==> config.mk <==
export PLATFORM = sky130hd
export DESIGN_NAME = pllsd_core
export DESIGN_NICKNAME = d
export VERILOG_FILES = /design/src/hdl/pllsd_pkg.sv /design/src/hdl/pllsd_core.sv
export SDC_FILE = /design/constraint.sdc
export NUM_CORES = 1
export LEC_CHECK = 0
export BUFFER_PORTS_ARGS = -buffer_cell sky130_fd_sc_hd__buf_4
export CAP_MARGIN = 20
export CORE_ASPECT_RATIO = 0.8
export CORE_UTILIZATION = 35
export DETAILED_ROUTE_END_ITERATION = 12
export PLACE_DENSITY_LB_ADDON = 0.05
export SLEW_MARGIN = 10
export SYNTH_ARGS = -nofsm -noshare
export SYNTH_HDL_FRONTEND = slang
export SYNTH_SLANG_ARGS = --single-unit
==> constraint.sdc <==
create_clock -name clk_sys -period 3.78 [get_ports clk_sys]
set_clock_uncertainty 0.2 [all_clocks]
set_input_delay 0.189 -clock clk_sys [delete_from_list [all_inputs] [get_ports clk_sys]]
set_output_delay 0.189 -clock clk_sys [all_outputs]
set_load 0.05 [all_outputs]
==> src/hdl/pllsd_pkg.sv <==
// Purpose: Shared constants for the synthesizer divider control core
// Assumes: One system clock of 50 MHz; serial and tick pins sampled on clk_sys, chipEnable also gates pump and lock outputs at once
// Notes: Field positions refer to the 18-bit serial word
package pllsd_pkg;
    localparam int SHIFT_W = 18;
    localparam int ADDR_BIT = 0;
    localparam logic ADDR_FEEDBACK = 1'b0;
    localparam logic ADDR_REFERENCE = 1'b1;
    // Reference word fields
    localparam int REF_DIV_LSB = 1;
    localparam int REF_DIV_W = 10;
    localparam int PUMP_HIGHZ_BIT = 11;
    localparam int POLARITY_BIT = 12;
    localparam int LOCK_SEL_LSB = 13;
    localparam int LOCK_SEL_W = 3;
    // Feedback word fields
    localparam int SLEEP_BIT_POS = 1;
    localparam int CLEAR_BIT_POS = 2;
    localparam int SWALLOW_LSB = 3;
    localparam int SWALLOW_W = 5;
    localparam int MAIN_LSB = 8;
    localparam int MAIN_W = 10;
    // Prescaler modulus
    localparam int PRESCALE_P = 32;
    // Lock select codes
    localparam logic [2:0] LOCK_DIGITAL = 3'h0;
    localparam logic [2:0] LOCK_ANALOG = 3'h1;
    localparam logic [2:0] LOCK_REF_OUT = 3'h2;
    localparam logic [2:0] LOCK_FB_OUT = 3'h3;
    localparam logic [2:0] LOCK_TEST = 3'h4;
    // Lock filter thresholds
    localparam int CLK_PERIOD_NS = 20;
    localparam int LOCK_ENTER_NS = 15;
    localparam int LOCK_EXIT_NS = 30;
    // Enter window is a longest time: round down, floor at one cycle
    localparam int LOCK_ENTER_CYC = (LOCK_ENTER_NS / CLK_PERIOD_NS) < 1 ?
        1 : LOCK_ENTER_NS / CLK_PERIOD_NS;
    // Exit is a least time: round up
    localparam int LOCK_EXIT_CYC =
        (LOCK_EXIT_NS + CLK_PERIOD_NS - 1) / CLK_PERIOD_NS;
    localparam int LOCK_COUNT = 5;
    localparam int MIN_REF_DIV = 2;
    // Reset values
    localparam logic [13:0] REF_LATCH_RST = 14'h0000;
    localparam logic [16:0] FB_LATCH_RST = 17'h00000;
endpackage

==> src/hdl/pllsd_core.sv <==
// Purpose: Serial-programmed control core of an integer-N synthesizer
// Assumes: Serial clock, latch strobe, reference and prescaler ticks are
//          sampled on clk_sys; serial clock and strobe edges are found by comparing with last value
// Notes: Pump pins are an up/down/enable triple; lock pin is an out/enable pair, open-drain in analog mode
// Behaviour
// RULE1: 15-bit feedback divider from swallow and main
// RULE2: Swallow state selects prescaler modulus 33 or 32
// RULE3: Detector compares reference and feedback divider edges
// RULE4: Polarity bit sets sense of up/down commands
// RULE5: Polarity set positive, clear negative
// RULE6: Pump drives supply on up, ground down
// RULE7: Bits shift MSB first on serial rising edge
// RULE8: Last bit selects feedback or reference latch
// RULE9: Strobe rising edge loads the addressed latch
// RULE10: Reference latch field layout as documented
// RULE11: Reference divides by programmed value, two upward
// RULE12: Feedback latch field layout as documented
// RULE13: Lock rises after five small-error cycles
// RULE14: Lock falls after one large-error cycle
// RULE15: Analog lock low while pump active
// RULE16: Three-bit select picks lock pin source
// RULE17: Lock pin high in any power-down
// RULE18: Chip enable low powers down at once
// RULE19: Sleep bit stops counters, pump goes high-z
// RULE20: Control word decodes sleep, clear, async sleep
// RULE21: Clear resets dividers; restart aligned
// RULE22: Serial port works during power-down
// RULE23: High-z bit forces pump output off
`timescale 1ns/1ps
module pllsd_core #(
    parameter int REF_W = 10,
    parameter int MAIN_W = 10,
    parameter int SWAL_W = 5
) (
    input wire logic clk_sys,
    input wire logic rst_n,
    input wire logic serialClk,
    input wire logic serialData,
    input wire logic latch_strobe,
    input wire logic chipEnable,
    input wire logic refTick,
    input wire logic rfTick,
    output logic pump_outUp,
    output logic pump_outDown,
    output logic pump_outOe,
    output logic lock_pinOut,
    output logic lock_pinOe,
    output logic refDivOut,
    output logic fbDivOut
);
    typedef enum logic [1:0] {PD_IDLE, PD_UP, PD_DOWN} pllsd_pd_t;

    logic [17:0] shift_reg;
    logic [13:0] refLatch_reg;
    logic [16:0] fbLatch_reg;
    logic sclkLast_reg, strobeLast_reg, syncSleep_reg;
    logic [REF_W-1:0] refCnt_reg;
    logic [MAIN_W-1:0] mainCnt_reg;
    logic [SWAL_W-1:0] swalCnt_reg;
    logic [5:0] preCnt_reg;
    logic refPulse_reg, fbPulse_reg;
    pllsd_pd_t pd_reg, pd_next;
    logic [7:0] errCnt_reg;
    logic [2:0] goodCnt_reg;
    logic locked_reg, pumpSeen_reg;

    // Field views of the latches
    wire logic [REF_W-1:0] ref_divide_value =
        refLatch_reg[pllsd_pkg::REF_DIV_LSB-1 +: REF_W]; // [RULE10]
    wire logic pump_highz =
        refLatch_reg[pllsd_pkg::PUMP_HIGHZ_BIT-1];
    wire logic detector_polarity =
        refLatch_reg[pllsd_pkg::POLARITY_BIT-1]; // [RULE5]
    wire logic [2:0] lock_pin_select =
        refLatch_reg[pllsd_pkg::LOCK_SEL_LSB-1 +: 3]; // [RULE16]
    wire logic sleep_bit = fbLatch_reg[pllsd_pkg::SLEEP_BIT_POS-1];
    wire logic divider_clear_bit = fbLatch_reg[pllsd_pkg::CLEAR_BIT_POS-1];
    wire logic [SWAL_W-1:0] swallow_value =
        fbLatch_reg[pllsd_pkg::SWALLOW_LSB-1 +: SWAL_W]; // [RULE12]
    wire logic [MAIN_W-1:0] main_count_value =
        fbLatch_reg[pllsd_pkg::MAIN_LSB-1 +: MAIN_W];

    // Serial edge detection
    wire logic sclkRise = serialClk & ~sclkLast_reg;
    wire logic strobeRise = latch_strobe & ~strobeLast_reg;
    wire logic addrBit = shift_reg[pllsd_pkg::ADDR_BIT];

    // Power-down decode: word 11 or pin low is immediate; 01 waits
    wire logic asyncSleep = ~chipEnable |
        (sleep_bit & divider_clear_bit); // [RULE18] [RULE20]
    wire logic pumpBusy = (pd_reg != PD_IDLE);
    wire logic powerDown = asyncSleep | syncSleep_reg; // [RULE19]
    wire logic clearCounters = powerDown |
        (divider_clear_bit & ~sleep_bit); // [RULE21]

    // Shift register keeps running in power-down so it can be reloaded
    always_ff @(posedge clk_sys or negedge rst_n) begin
        if (!rst_n) begin
            shift_reg <= 18'h00000;
            sclkLast_reg <= 1'b0;
            strobeLast_reg <= 1'b0;
        end else begin
            sclkLast_reg <= serialClk;
            strobeLast_reg <= latch_strobe;
            if (sclkRise) begin
                shift_reg <= {shift_reg[16:0], serialData}; // [RULE7] [RULE22]
            end
        end
    end

    // Latch load on strobe rising edge, addressed by the last bit
    always_ff @(posedge clk_sys or negedge rst_n) begin
        if (!rst_n) begin
            refLatch_reg <= pllsd_pkg::REF_LATCH_RST;
            fbLatch_reg <= pllsd_pkg::FB_LATCH_RST;
        end else if (strobeRise) begin
            if (addrBit == pllsd_pkg::ADDR_REFERENCE) begin // [RULE8]
                refLatch_reg <= shift_reg[14:1]; // [RULE9]
            end else begin
                fbLatch_reg <= shift_reg[17:1]; // [RULE9]
            end
        end
    end

    // Synchronous sleep waits for the pump pulse in flight to end.
    // It is kept under word 11 too, so a move to 01 never wakes the loop.
    always_ff @(posedge clk_sys or negedge rst_n) begin
        if (!rst_n) begin
            syncSleep_reg <= 1'b0;
        end else if (!sleep_bit) begin
            syncSleep_reg <= 1'b0;
        end else if (!pumpBusy) begin
            syncSleep_reg <= 1'b1; // [RULE20]
        end
    end

    // Reference divider; values below two behave as two
    wire logic [REF_W-1:0] refTop = (ref_divide_value <
        REF_W'(pllsd_pkg::MIN_REF_DIV)) ?
        REF_W'(pllsd_pkg::MIN_REF_DIV) : ref_divide_value;
    always_ff @(posedge clk_sys or negedge rst_n) begin
        if (!rst_n) begin
            refCnt_reg <= '0;
            refPulse_reg <= 1'b0;
        end else if (clearCounters) begin
            refCnt_reg <= '0; // [RULE19] [RULE21]
            refPulse_reg <= 1'b0;
        end else begin
            refPulse_reg <= 1'b0;
            if (refTick) begin
                // At or past the top: a smaller ratio loaded mid-count
                // must not let the counter run the long way round
                if (refCnt_reg >= refTop - REF_W'(1)) begin
                    refCnt_reg <= '0; // [RULE11]
                    refPulse_reg <= 1'b1;
                end else begin
                    refCnt_reg <= refCnt_reg + REF_W'(1);
                end
            end
        end
    end

    // Pulse swallow: modulus 33 while swallow count runs, then 32
    wire logic swallowing = (swalCnt_reg != '0);
    wire logic [5:0] preTop = swallowing ?
        6'(pllsd_pkg::PRESCALE_P) : 6'(pllsd_pkg::PRESCALE_P - 1); // [RULE2]
    always_ff @(posedge clk_sys or negedge rst_n) begin
        if (!rst_n) begin
            preCnt_reg <= 6'h00;
            mainCnt_reg <= '0;
            swalCnt_reg <= '0;
            fbPulse_reg <= 1'b0;
        end else if (clearCounters) begin
            preCnt_reg <= 6'h00; // [RULE21]
            mainCnt_reg <= main_count_value;
            swalCnt_reg <= swallow_value;
            fbPulse_reg <= 1'b0;
        end else begin
            fbPulse_reg <= 1'b0;
            if (rfTick) begin
                if (preCnt_reg == preTop) begin
                    preCnt_reg <= 6'h00;
                    if (swallowing) begin
                        swalCnt_reg <= swalCnt_reg - SWAL_W'(1);
                    end
                    if (mainCnt_reg <= MAIN_W'(1)) begin
                        mainCnt_reg <= main_count_value; // [RULE1]
                        swalCnt_reg <= swallow_value;
                        fbPulse_reg <= 1'b1;
                    end else begin
                        mainCnt_reg <= mainCnt_reg - MAIN_W'(1);
                    end
                end else begin
                    preCnt_reg <= preCnt_reg + 6'h01;
                end
            end
        end
    end

    // Phase/frequency detector: three-state, both edges cancel
    always_comb begin
        pd_next = pd_reg;
        unique case (pd_reg)
            PD_IDLE: begin
                if (refPulse_reg & ~fbPulse_reg) begin
                    pd_next = PD_UP; // [RULE3]
                end else if (fbPulse_reg & ~refPulse_reg) begin
                    pd_next = PD_DOWN;
                end
            end
            PD_UP: begin
                if (fbPulse_reg) begin
                    pd_next = PD_IDLE;
                end
            end
            PD_DOWN: begin
                if (refPulse_reg) begin
                    pd_next = PD_IDLE;
                end
            end
            default: pd_next = PD_IDLE;
        endcase
    end
    always_ff @(posedge clk_sys or negedge rst_n) begin
        if (!rst_n) begin
            pd_reg <= PD_IDLE;
        end else if (powerDown) begin
            pd_reg <= PD_IDLE; // [RULE19]
        end else begin
            pd_reg <= pd_next;
        end
    end

    // Lock filter: error width in cycles, judged when each pulse closes
    wire logic pulseEnd = pumpBusy & (pd_next == PD_IDLE);
    wire logic cycleDone = refPulse_reg;
    always_ff @(posedge clk_sys or negedge rst_n) begin
        if (!rst_n) begin
            errCnt_reg <= 8'h00;
            goodCnt_reg <= 3'h0;
            locked_reg <= 1'b0;
            pumpSeen_reg <= 1'b0;
        end else if (powerDown) begin
            errCnt_reg <= 8'h00;
            goodCnt_reg <= 3'h0;
            locked_reg <= 1'b0;
            pumpSeen_reg <= 1'b0;
        end else begin
            if (pumpBusy) begin
                errCnt_reg <= errCnt_reg + 8'h01;
            end
            if (pulseEnd) begin
                errCnt_reg <= 8'h00;
                if (locked_reg & (errCnt_reg + 8'h01 >
                        8'(pllsd_pkg::LOCK_EXIT_CYC))) begin
                    locked_reg <= 1'b0; // [RULE14]
                    goodCnt_reg <= 3'h0;
                end else if (!locked_reg & (errCnt_reg + 8'h01 >=
                        8'(pllsd_pkg::LOCK_ENTER_CYC))) begin
                    goodCnt_reg <= 3'h0;
                end
            end else if (cycleDone & ~pumpBusy & ~locked_reg) begin
                if (goodCnt_reg == 3'(pllsd_pkg::LOCK_COUNT - 1)) begin
                    locked_reg <= 1'b1; // [RULE13]
                end else begin
                    goodCnt_reg <= goodCnt_reg + 3'h1;
                end
            end
            pumpSeen_reg <= cycleDone ? pumpBusy : (pumpSeen_reg | pumpBusy);
        end
    end

    // Pump steering with polarity and high-z override
    wire logic upCmd = detector_polarity ? (pd_reg == PD_UP) :
        (pd_reg == PD_DOWN); // [RULE4]
    wire logic pumpOn = pumpBusy & ~pump_highz & ~powerDown; // [RULE23]
    assign pump_outOe = pumpOn; // [RULE6] [RULE18]
    assign pump_outUp = pumpOn & upCmd; // [RULE6]
    assign pump_outDown = pumpOn & ~upCmd;

    // Lock pin source mux; open-drain in analog mode
    wire logic analogMode = (lock_pin_select == pllsd_pkg::LOCK_ANALOG);
    logic lockLevel;
    always_comb begin
        lockLevel = 1'b0;
        unique case (lock_pin_select)
            pllsd_pkg::LOCK_DIGITAL: lockLevel = locked_reg;
            pllsd_pkg::LOCK_ANALOG: lockLevel = ~(pumpBusy | pumpSeen_reg);
            pllsd_pkg::LOCK_REF_OUT: lockLevel = refPulse_reg;
            pllsd_pkg::LOCK_FB_OUT: lockLevel = fbPulse_reg;
            // Factory test routes serial pins in place of the dividers
            pllsd_pkg::LOCK_TEST: lockLevel = serialClk & serialData;
            default: lockLevel = 1'b0;
        endcase
    end
    wire logic lockFinal = powerDown | lockLevel; // [RULE15] [RULE17]
    assign lock_pinOut = analogMode ? 1'b0 : lockFinal;
    assign lock_pinOe = analogMode ? ~lockFinal : 1'b1;
    assign refDivOut = refPulse_reg;
    assign fbDivOut = fbPulse_reg;
endmodule

== Word-level counts from Yosys, hierarchy flattened ==
Cells that the tools add are included.
Word-level totals
  bits in registers: 100
  bits in latches: 0
  bits in writable memories: 0
  memory bits (read-only): 0
  bits of input ports: 8
  output and inout bits: 7
  word-level logic and storage cells: 147
  memories kept: 0
Operators by class
  add/sub/neg operators: 7
  multipliers: 0
  divide/modulo/power cells: 0
  order comparisons: 5
  equality and inequality tests: 12
  shift-type cells: 0
  multiplexer cells: 52
  bitwise operators: 35
  reductions and logical operators: 19
Operator list (count)
  2-to-1 mux 10 bit: 8
  2-to-1 mux 5 bit: 5
  2-to-1 mux 6 bit: 4
  2-to-1 mux 8 bit: 3
  subtractor 10 x 1 -> 10 bit, second input constant: 2
  2-to-1 mux 1 bit: 19
  2-to-1 mux 3 bit: 6
  AND 1 bit: 16
  NOT 1 bit: 14
  nonzero test 3 bit: 4
  adder 10 x 1 -> 10 bit, second input constant: 1
  greater-or-equal comparator 10 bit: 1
  less-or-equal comparator 10 x 1 -> 1 bit, second input constant: 1
  < comparator 10 x 2 -> 1 bit, second input constant: 1
  2-to-1 mux 2 bit: 5
  AND reduction 3 bit: 3
  adder 8 x 1 -> 8 bit, second input constant: 1
  greater-or-equal comparator 8 x 1 -> 1 bit, second input constant: 1
  > comparator 8 x 2 -> 1 bit, second input constant: 1
  nonzero test 2 bit: 4
  adder 6 x 1 -> 6 bit, second input constant: 1
  equality test 3 x 2 -> 1 bit, second input constant: 2
  equality test 3 bit, second input constant: 2
  equality test 6 bit: 1
  17 further kinds: 24

== Longest topological paths before layout ==
Gate-level depths: netlist of the first run.
  word-level depth: 9
  mapped depth: 13
  depth with buffers taken out: 13

== Worst setup path before layout of the first run ==
OpenSTA, ideal clock, no wires.
  path kind: reg-to-reg
  from: register refLatch_reg[4]
  to: register refCnt_reg[0]
  setup time: 119 ps
  arrival: 3503 ps
  data required time: 3461 ps
  path slack: -42 ps
  cell stages (with the launch flop): 14
  buffers on the path: 0
  clock period less this slack: 3822 ps
  path through: dfrtp_1 or4_1 nor3_1 inv_1 o21ai_0 ha_1 inv_1 or4_1 xor2_1 ha_1 nand2_1 nor2_1 a2111oi_0 o21a_1
Between the ends
  longest elaborated chain between the ends: 7
Ends and longest elaborated chain
  start, declared: line pllsd_core.sv:54  | logic [13:0] refLatch_reg;
  start signal, assigned: line pllsd_core.sv:114  | refLatch_reg <= pllsd_pkg::REF_LATCH_RST;
  start signal, assigned: line pllsd_core.sv:118  | refLatch_reg <= shift_reg[14:1];
  < comparator 10 x 2 -> 1 bit: line pllsd_core.sv:138  | wire logic [REF_W-1:0] refTop = (ref_divide_value <
  2-to-1 mux 10 bit *: line pllsd_core.sv:139  | REF_W'(pllsd_pkg::MIN_REF_DIV)) ?
  subtractor 10 x 1 -> 10 bit *: line pllsd_core.sv:153  | if (refCnt_reg >= refTop - REF_W'(1)) begin
  greater-or-equal comparator 10 bit *: line pllsd_core.sv:153
  2-to-1 mux 10 bit *: line pllsd_core.sv:153
  2-to-1 mux 10 bit *: line pllsd_core.sv:150  | if (refTick) begin
  2-to-1 mux 10 bit *: line pllsd_core.sv:145  | end else if (clearCounters) begin
  end signal, assigned: line pllsd_core.sv:157  | refCnt_reg <= refCnt_reg + REF_W'(1);
  end, declared: line pllsd_core.sv:57  | logic [REF_W-1:0] refCnt_reg;
Every way passes the cells marked *; elsewhere a longest branch is shown, timed or not. The select of a mux whose other input is x is not followed.
A chain may end at the register's enable or synchronous reset.

== Worst setup path in the final report of the first run ==
  from: register refLatch_reg[5]
  to: register refCnt_reg[6]
The elaborated chain is that of the path after synthesis.

==> summary.txt, run 1 <==
Floorplan
  • Core area: about 0.013 mm2
  • Ports: 15
  • Initial Utilization: 0.3635
  • Cell row count: 37
  • Width of the die: 132.2 um
  • Die H: between 100 and 150 um
  • Die footprint: 0.01403 mm2

Finish
  • Most frequent cells in the layout: dfrtp_1, mux2_2, buf_4
  • Largest register FFs: 18
  • Final instance area: 0.005500 mm2
  • Antenna diode count: 0
  • Non-Filler Instances: 624
  • Area growth syn-to-layout: 15.90%
  • # nets final: 473
  • Commonest non-fill, non-tap cell in the layout: dfrtp_1
  • Layout cells sized above 1: 0.2918

Worst hold path
  • Worst Hold Class: input pin to register
  • HP Start: rfTick

Power and ir drop
  • Overall power: between 3000 and 4000 uW
  • Switching Power: 1481 uW
  • Combinational share of power: 0.366
  • Clock power share: 0.240
  • Peak supply drop: 0.2768 mV
  • Net Sw Frac: 0.3764
  • Pwr/cell area: slightly above 700 mW/mm2
  • P_int: 2454 uW
  • Leakage power: 0.002352 uW
  • Sequential share of power: 0.394

Critical path
  • WP data required: 3.80 ns
  • CP max stage delay: 0.57 ns
  • CP max FO: 7
  • Slowest cell on crit path: or4_1
  • Worst path bufs/invs: 3
  • FF-to-FF Start: refLatch_reg[5]
  • Crit path cell chain: or4_1 -> nor3_2 -> inv_1 -> o21ai_2 -> ha_2 -> inv_1 -> or4_1 -> xor2_1 -> ha_1 -> nand2_2 -> o21ai_2 -> buf_4 -> a221oi_1 -> a31o_1
  • Arr. time, crit path: 3.63 ns
  • Worst Setup SP: refLatch_reg[5]
  • Kind of critical path: register to register
  • CP endpoint kind: register
  • Startpoint types: register
  • CP delay by family, top: simple AND/OR/NAND/NOR gates

Yosys
  • Top_reg_cell synth: dfrtp_1
  • Avg Inst Size Synth: 11.44 um2
  • Syn_nets: 444
  • EDFF count, synth: 0
  • Post-synthesis register bit count: 88
  • Synthesized cell area: 0.004746 mm2
  • Post-synthesis sequential area ratio: 0.4640
  • Gate Count Post-Synth: around 420
  • Yosys warns: 0
  • Synth unique cells: 75
  • Async set-or-reset flop fraction in the synthesized netlist: 1.000

Job
  • Count of maximum capacitance violations: 0

STA
  • Worst hold slack: 0.03805 ns
  • Worst Tran Pin Value: 0.9112 ns
  • Fmax: 277.0 MHz
  • Relative slew slack: 0.3926
  • Final hold violations: 0
  • Final Cycle Share: 0.9550
  • Pins Over Slew Limit: 0
  • # setup viols final: 0
  • RSZ-0062 raised after global routing: false
  • Setup_tns: 0 ns
  • Final min period: roughly 3.6 ns

Clocking
  • TritonCTS Buffers: 9
  • Clock Sinks: 88
  • Worst-skew pair later-pin latency: 0.34 ns
  • Worst-path clk slew: 0.07 ns
  • Clock Path Buffers: 2
  • CTS tree: done
  • H-tree depth: 3
  • Clock tree root buffer cell: clkbuf_16

GRT
  • All-Layer GR Usage: 0.1660
  • GRT overflow: 0
  • Vias in the first global route: ~3500
  • First-pass GRT wire length: approximately 18000 um
  • Largest net degree at the start of global routing: 78
  • Initial antenna violation count: 0

Route
  • Antenna viol nets, final: 0
  • Initial DRC count: between 100 and 150
  • DRC: 0
  • Avg WL per Cell: about 17 um
  • Via density: 5.439
  • Drt pass-1 iters: 4
  • DR vias: roughly 3400
  • Final wirelength: 10840 um

Place
  • Buffers on Ports: 14
  • Final GP Congestion: 0.7551
  • Post-DP Area: 0.005077 mm2
  • Post-placement cell count: 601
  • Post-DP HPWL: 7398 um

Status
  • Status: complete, no violations
-- final timing paths --
kind | to | slack, ns | depth (start not counted)
worst max-delay path | refCnt_reg[6] | 0.17 | 14
min in group asynchronous | refCnt_reg[2] | 0.06 | 2
max in group asynchronous | fbDivOut | 2.51 | 4
worst min-delay path | preCnt_reg[0] | 0.04 | 4
worst max register to register | refCnt_reg[6] | 0.17 | 14
worst min register to register | pd_reg[0] | 0.30 | 1
-- cell usage after synthesis, types with 3 or more instances --
cell type  instances  area (um2)
a211oi_1           3       22.52
or3_1              5       31.28
a31o_1             6       52.55
a21oi_1           23       115.1
buf_6              4       45.04
o21ai_2            4       35.03
o21ai_0            5       25.02
o21ai_1            5       25.02
nand2_1           19       71.32
nor2_1            26       97.59
o22a_1             5       43.79
o2bb2ai_1          3       26.28
nor4b_4            3       71.32
nand3_1           13       65.06
nor4_1             3       18.77
nand2b_1           3       18.77
a31oi_1            4       25.02
ha_1              21       262.8
a221oi_1           6       52.55
and3_1             4       25.02
mux2_2            49       551.8
inv_1             13       48.80
nand3b_1           5       37.54
nor3_1             9       45.04
o211ai_1           3       22.52
clkbuf_1           8       30.03
or4_1              7       52.55
xor2_1             7       61.31
nor2_2             4       25.02
xnor2_1            4       35.03
buf_2              3       15.01
dfrtp_1           88        2202
-- what timing repair did --
item                                    in CTS  in global routing
hold endpoints to repair                    81                  0
buffers inserted                             1                  0
hold buffers                                 5                  0
endpoints found under the setup margin      10                 11
pin swaps                                    1                  1
gates resized for setup                      2                  6
-- worst reg2reg max path: cells and delay by family (launching register included) --
kind	cells	cell delay (ns)
simple gates	4	1.33
xor+xnor	1	0.16
compound gates	4	0.59
flops	1	0.40
buf+inv	3	0.30
fa+ha+maj	2	0.50
-- layout make-up --
class                   instances  area, um2
fillers                      1287       7555
multi-input cells             297       2424
flip-flops and latches         88       2202
repair buffers                 35      295.3
clock buffers                  10      239.0
well taps                     175      219.0
clock inverters                 6      72.57
inverters                      13      48.80
-- per-layer routing --
metal  part of all wire  track usage
met1               0.50       0.2257
met2               0.46       0.2630
met3              0.035      0.03910
met4             0.0078      0.04844
met5                  0            0
-- power by group through the flow --
stage               Combinational [uW]  Sequential [uW]  Clock [uW]
floorplan                         1100             1470           0
finish                            1440             1550         944
CTS                               1430             1550         975
global route                      1600             1610        1010
detailed placement                1410             1570           0
global placement                  1380             1570           0
-- logic make-up after synthesis --
logic type / count (synthesis) / synth area share
DFF: 88 / 0.4640
and+or+nand+nor: 119 / 0.1513
adders and majority gates: 21 / 0.05536
xor gates and xnor gates: 11 / 0.02030
muxes: 50 / 0.1194
buffers and inverters: 30 / 0.03348
AOI/OAI and AO/OA: 96 / 0.1561
-- metrics by stage --
step           utilization  setup slack [ns]
4_1_cts             0.4176           0.03536
5_1_grt             0.4213         0.0005302
6_report            0.4213            0.1699
2_1_floorplan            -           0.06136
3_3_place_gp        0.3889          0.006555
3_5_place_dp        0.3889           -0.1286
Power figures use the tool's default switching activity.
==> run 2: changes to the inputs <==
--- a/config.mk
+++ b/config.mk
@@ -10,3 +10,3 @@
 export CORE_ASPECT_RATIO = 0.8
-export CORE_UTILIZATION = 35
+export CORE_UTILIZATION = 45
 export DETAILED_ROUTE_END_ITERATION = 12
==> constraint.sdc (replaced) <==
create_clock -name clk_sys -period 3.78 [get_ports clk_sys]
set_clock_uncertainty 0.2 [all_clocks]
set_input_delay 0.756 -clock clk_sys [delete_from_list [all_inputs] [get_ports clk_sys]]
set_output_delay 0.756 -clock clk_sys [all_outputs]
set_load 0.05 [all_outputs]
==> summary.txt, run 2 (same netlist as run 1, synthesis figures left out) <==
Job
  • Count of maximum capacitance violations: 0

GRT
  • Vias in the first global route: 3389
  • Largest net degree at the start of global routing: 53
  • Initial antenna violation count: 0
  • All-Layer GR Usage: 0.2080
  • First-pass GRT wire length: 17220 um
  • GRT overflow: 0

Route
  • Met3 WL: 266 um
  • Final wirelength: 9998 um
  • M1 WL: 4924 um
  • Antenna viol nets, final: 0
  • DRC: 0
  • Top sig layer: met4
  • DR vias: ~3400
  • Initial DRC count: 188
  • Via density: 5.833
  • Drt pass-1 iters: 4
  • Met2 wire len: 4720 um
  • Avg WL per Cell: 17.21 um

Worst hold path
  • Worst Hold Class: input pin to async pin

Power and ir drop
  • Peak supply drop: between 0.3 and 0.4 mV
  • Overall power: 3876 uW
  • Leakage power: around 0.0023 uW
  • Pwr/cell area: 716.4 mW/mm2

Floorplan
  • Cell row count: 33
  • Core area: 0.01024 mm2
  • Width of the die: 116.8 um
  • Die footprint: 0.01096 mm2
  • Die H: around 94 um
  • Ports: 15
  • Initial Utilization: 0.4635

Critical path
  • FF-to-FF Start: refLatch_reg[5]
  • Worst Setup SP: refLatch_reg[5]
  • CP max FO: 6
  • Kind of critical path: register to register
  • CP endpoint kind: register
  • Startpoint types: register
  • Arr. time, crit path: 3.66 ns
  • WP data required: 3.80 ns

STA
  • Final Cycle Share: 0.9625
  • Worst Tran Pin Value: between 0.9 and 1 ns
  • # setup viols final: 0
  • Fmax: 274.9 MHz
  • Final hold violations: 0
  • Relative slew slack: 0.3453
  • Setup_tns: 0 ns
  • Final min period: 3.638 ns
  • Setup ws final: 0.1419 ns
  • Pins Over Slew Limit: 0

Finish
  • Non-Filler Instances: 581
  • Layout cells sized above 1: 0.2971
  • Most frequent cells in the layout: dfrtp_1, mux2_2, nor2_1
  • # nets final: 466
  • Register area: 0.002202 mm2
  • Finished Core Util: 0.5283
  • Commonest non-fill, non-tap cell in the layout: dfrtp_1
  • Largest register FFs: 18
  • Multi-input logic area: 0.002460 mm2
  • Fillers: 936
  • Antenna diode count: 0
  • Area growth syn-to-layout: 14.00%

Place
  • Buffers on Ports: 14
  • Post-DP HPWL: 6907 um
  • Final GP Congestion: 0.8123
  • Place WS: -0.1140 ns
  • Post-placement cell count: between 500 and 600

Status
  • Status: complete, no violations

Clocking
  • H-tree depth: 3
  • TritonCTS Buffers: 9
  • Worst-path clk slew: 0.07 ns
  • Cts-stage hold buffer count: 0
  • Clock Path Buffers: 2
  • Clock Sinks: around 90
  • Clock tree root buffer cell: clkbuf_16
  • CTS tree: done
  • Worst-skew pair later-pin latency: 0.34 ns
run 2: changes by cell type in the layout (fill, tap and decap cells not counted), moves of 2 or more:
cell / change
buf_4: -5
buf_12: +2
dlygate4sd3_1: -5
a221oi_1: -2
clkinvlp_4: +2
a221oi_2: +2
run 2: what timing repair did:
| action | 4_1_cts | 5_1_grt |
|---|---|---|
| pin swaps | 0 | 3 |
| setup endpoints to repair | 11 | 11 |
| gates resized for setup | 3 | 10 |
| setup buffers | 0 | 1 |
| cloned | 0 | 1 |
run 2: cell type report:
type	count	share of cell area
Timing Repair Buffer	27	0.04278
Sequential cell	88	0.4070
Clock buffer	9	0.04163
Inverter	13	0.009019
Tap cell	140	0.03238
Clock inverter	6	0.01249
Multi-Input combinational cell	298	0.4547
run 2: final timing paths:
check / end / depth (start not counted) / slack, ns
min in group clk_sys: pd_reg[0] / 1 / 0.29
hold / removal: refCnt_reg[2] / 1 / 0.24
setup / recovery: refCnt_reg[4] / 14 / 0.14
max in group asynchronous: preCnt_reg[0] / 2 / 2.47
setup reg to reg: refCnt_reg[4] / 14 / 0.14
hold reg to reg: pd_reg[0] / 1 / 0.29
run 2: power by group:
group / switching, uW / internal, uW
registers: 305 / 1240
clock network: 379 / 512
logic: 772 / 665
run 2: critical path, cell delays in order (launching register included):
cell and delay [ns]:
dfrtp_1 0.40, or4_1 0.55, nor3_2 0.19, inv_1 0.07
o21ai_2 0.15, ha_2 0.22, inv_1 0.05, or4_1 0.48
xor2_1 0.16, ha_1 0.32, nand2_4 0.09, o21ai_4 0.21
buf_6 0.16, a221oi_1 0.05, a31o_1 0.22
run 2: per-stage QoR:
step | hold WS [ns] | area [um2]
2_1_floorplan | 0.2577 | 4757
3_3_place_gp | 0.2750 | 5036
3_5_place_dp | 0.2905 | 5036
4_1_cts | 0.2610 | 5341
5_1_grt | 0.3001 | 5410
6_report | 0.2351 | 5410
run 2: metal layers:
| metal | global-route usage | vias up |
|---|---|---|
| li1 | - | 1607 |
| met1 | 0.2817 | 1728 |
| met2 | 0.3397 | 46 |
| met3 | 0.04323 | 8 |
| met4 | 0.05169 | 0 |
| met5 | 0 | - |
==> run 3: changes to the inputs <==
- CORE_UTILIZATION: 45 -> 29
- GPL_ROUTABILITY_DRIVEN: unset -> 0
==> summary.txt, run 3 (same netlist as run 1, synthesis figures left out) <==
Critical path
  • CP max stage delay: around 0.56 ns
  • Kind of critical path: register to register
  • Arr. time, crit path: about 3.6 ns
  • WP data required: 3.81 ns
  • FF-to-FF Start: refLatch_reg[4]
  • Worst reg-to-reg setup slack: around 0.22 ns
  • FF-to-FF End: refCnt_reg[4]
  • Worst Setup SP: refLatch_reg[4]
  • Startpoint types: register
  • Reg2Reg Depth: 14
  • CP max FO: 6
  • CP endpoint kind: register
  • Slowest cell on crit path: or4_1
  • Crit path cell chain: or4_1 -> nor3_2 -> inv_1 -> o21ai_2 -> ha_2 -> inv_1 -> or4_1 -> xor2_1 -> ha_1 -> nand2_2 -> o21ai_4 -> buf_4 -> a221oi_1 -> a31o_1

Place
  • Post-placement cell count: 642
  • Post-DP HPWL: 7724 um
  • Buffers on Ports: 14
  • Post-DP Area: 0.005140 mm2

STA
  • Setup_tns: 0 ns
  • Final Cycle Share: 0.9409
  • Pins Over Slew Limit: 0
  • Relative slew slack: 0.2895
  • Worst hold slack: ~0.30 ns
  • # setup viols final: 0
  • Final min period: 3.557 ns
  • Worst Tran Pin Value: 1.062 ns
  • RSZ-0062 raised after global routing: false
  • Fmax: 281.2 MHz
  • Final hold violations: 0

GRT
  • All-Layer GR Usage: 0.1456
  • First-pass GRT wire length: 19010 um
  • GRT overflow: 0
  • Vias in the first global route: between 3000 and 4000
  • Largest net degree at the start of global routing: 62
  • Initial antenna violation count: 0

Finish
  • Commonest non-fill, non-tap cell in the layout: dfrtp_1
  • Fillers: 1613
  • # nets final: 468
  • Non-Filler Instances: 659
  • Layout cells sized above 1: 0.2995
  • Area growth syn-to-layout: 15.82%
  • Final instance area: 0.005497 mm2
  • Finished Core Util: 0.3456
  • Most frequent cells in the layout: dfrtp_1, mux2_2, buf_4
  • Antenna diode count: 0
  • Largest register FFs: 18

Floorplan
  • Ports: 15
  • Initial Utilization: 0.2984
  • Die H: between 100 and 150 um
  • Core area: 0.01590 mm2
  • Cell row count: 41
  • Die footprint: 0.01688 mm2
  • Width of the die: 145.0 um

Route
  • Via density: 5.091
  • DR vias: 3355
  • Avg WL per Cell: between 15 and 20 um
  • DRC: 0
  • Drt pass-1 iters: 4
  • Initial DRC count: 161
  • Antenna viol nets, final: 0
  • Final wirelength: between 10000 and 15000 um

Clocking
  • H-tree depth: 3
  • Worst-skew pair later-pin latency: between 0.3 and 0.4 ns
  • Clock Path Buffers: 2
  • CTS tree: done
  • Clock tree root buffer cell: clkbuf_16
  • Worst-path clk slew: 0.07 ns
  • Clock Sinks: 88
  • TritonCTS Buffers: 9
  • Cts-stage hold buffer count: 0

Power and ir drop
  • Leakage power: between 0.002 and 0.0025 uW
  • Pwr/cell area: 718.6 mW/mm2
  • Peak supply drop: 0.3172 mV

Status
  • Status: complete, no violations

Worst hold path
  • Worst Hold Class: input pin to async pin

Job
  • Count of maximum capacitance violations: 0
==> run 3: cell types whose count changed in the layout (fill, tap and decap cells not counted) <==
cell,change
a21oi_1,-1
clkinv_4,+1
buf_6,-1
nand2_4,-1
a221oi_2,-2
clkinvlp_4,-1
buf_4,+6
nand2_2,+1
clkinv_2,-1
buf_12,-2
a21oi_2,+1
a221oi_1,+2
nor2_2,-1
inv_8,+2
==> run 3: layout make-up <==
type                    instances  area (um2)  area share
inverters                      13       48.80    0.008878
multi-input cells             297        2440      0.4439
flip-flops and latches         88        2202      0.4006
clock buffers                   9       225.2     0.04097
clock inverters                 7       86.33     0.01571
repair buffers                 30       225.2     0.04097
well taps                     215       269.0     0.04894
==> run 3: worst max path at each step <==
stage	end	slack [ns]
after floorplan	refCnt_reg[0]	0.06
after global placement	refCnt_reg[0]	-0.0005
after detailed placement	refCnt_reg[0]	-0.09
after CTS	refCnt_reg[9]	0.03
after global routing	refCnt_reg[4]	0.03
final	refCnt_reg[4]	0.22
==> run 3: stage by stage <==
stage | worst slack [ns] | power, uW
final | 0.2234 | 3950
after global routing | 0.02812 | 4242
after CTS | 0.02745 | 3986
after detailed placement | -0.09216 | 2992
after global placement | -0.0005347 | 2973
after floorplan | 0.06136 | 2569
==> run 3: power by group <==
part | internal [uW] | switching [uW] | total (uW)
clock | 529 | 427 | 956
combinational | 664 | 773 | 1440
sequential | 1240 | 314 | 1560
==> run 3: worst max-delay path: cells and delay by family, from the launching register on <==
kind,cells,cell delay [ns]
AOI/OAI and AO/OA,4,0.60
buffers and inverters,3,0.30
xor gates and xnor gates,1,0.16
DFF,1,0.37
and+or+nand+nor,4,1.32
adders and majority gates,2,0.47
==> run 3: timing repair <==
action,CTS,global route
pin swaps,0,2
hold endpoints to repair,0,0
endpoints found under the setup margin,7,11
gates resized for setup,3,7
setup buffers,0,1
==> run 3: layer usage <==
metal	vias up	part of all wire	track usage
met5	-	0	0
met4	0	0.012	0.04043
met1	1703	0.53	0.2046
met3	9	0.023	0.03164
met2	35	0.44	0.2260
li1	1608	-	-
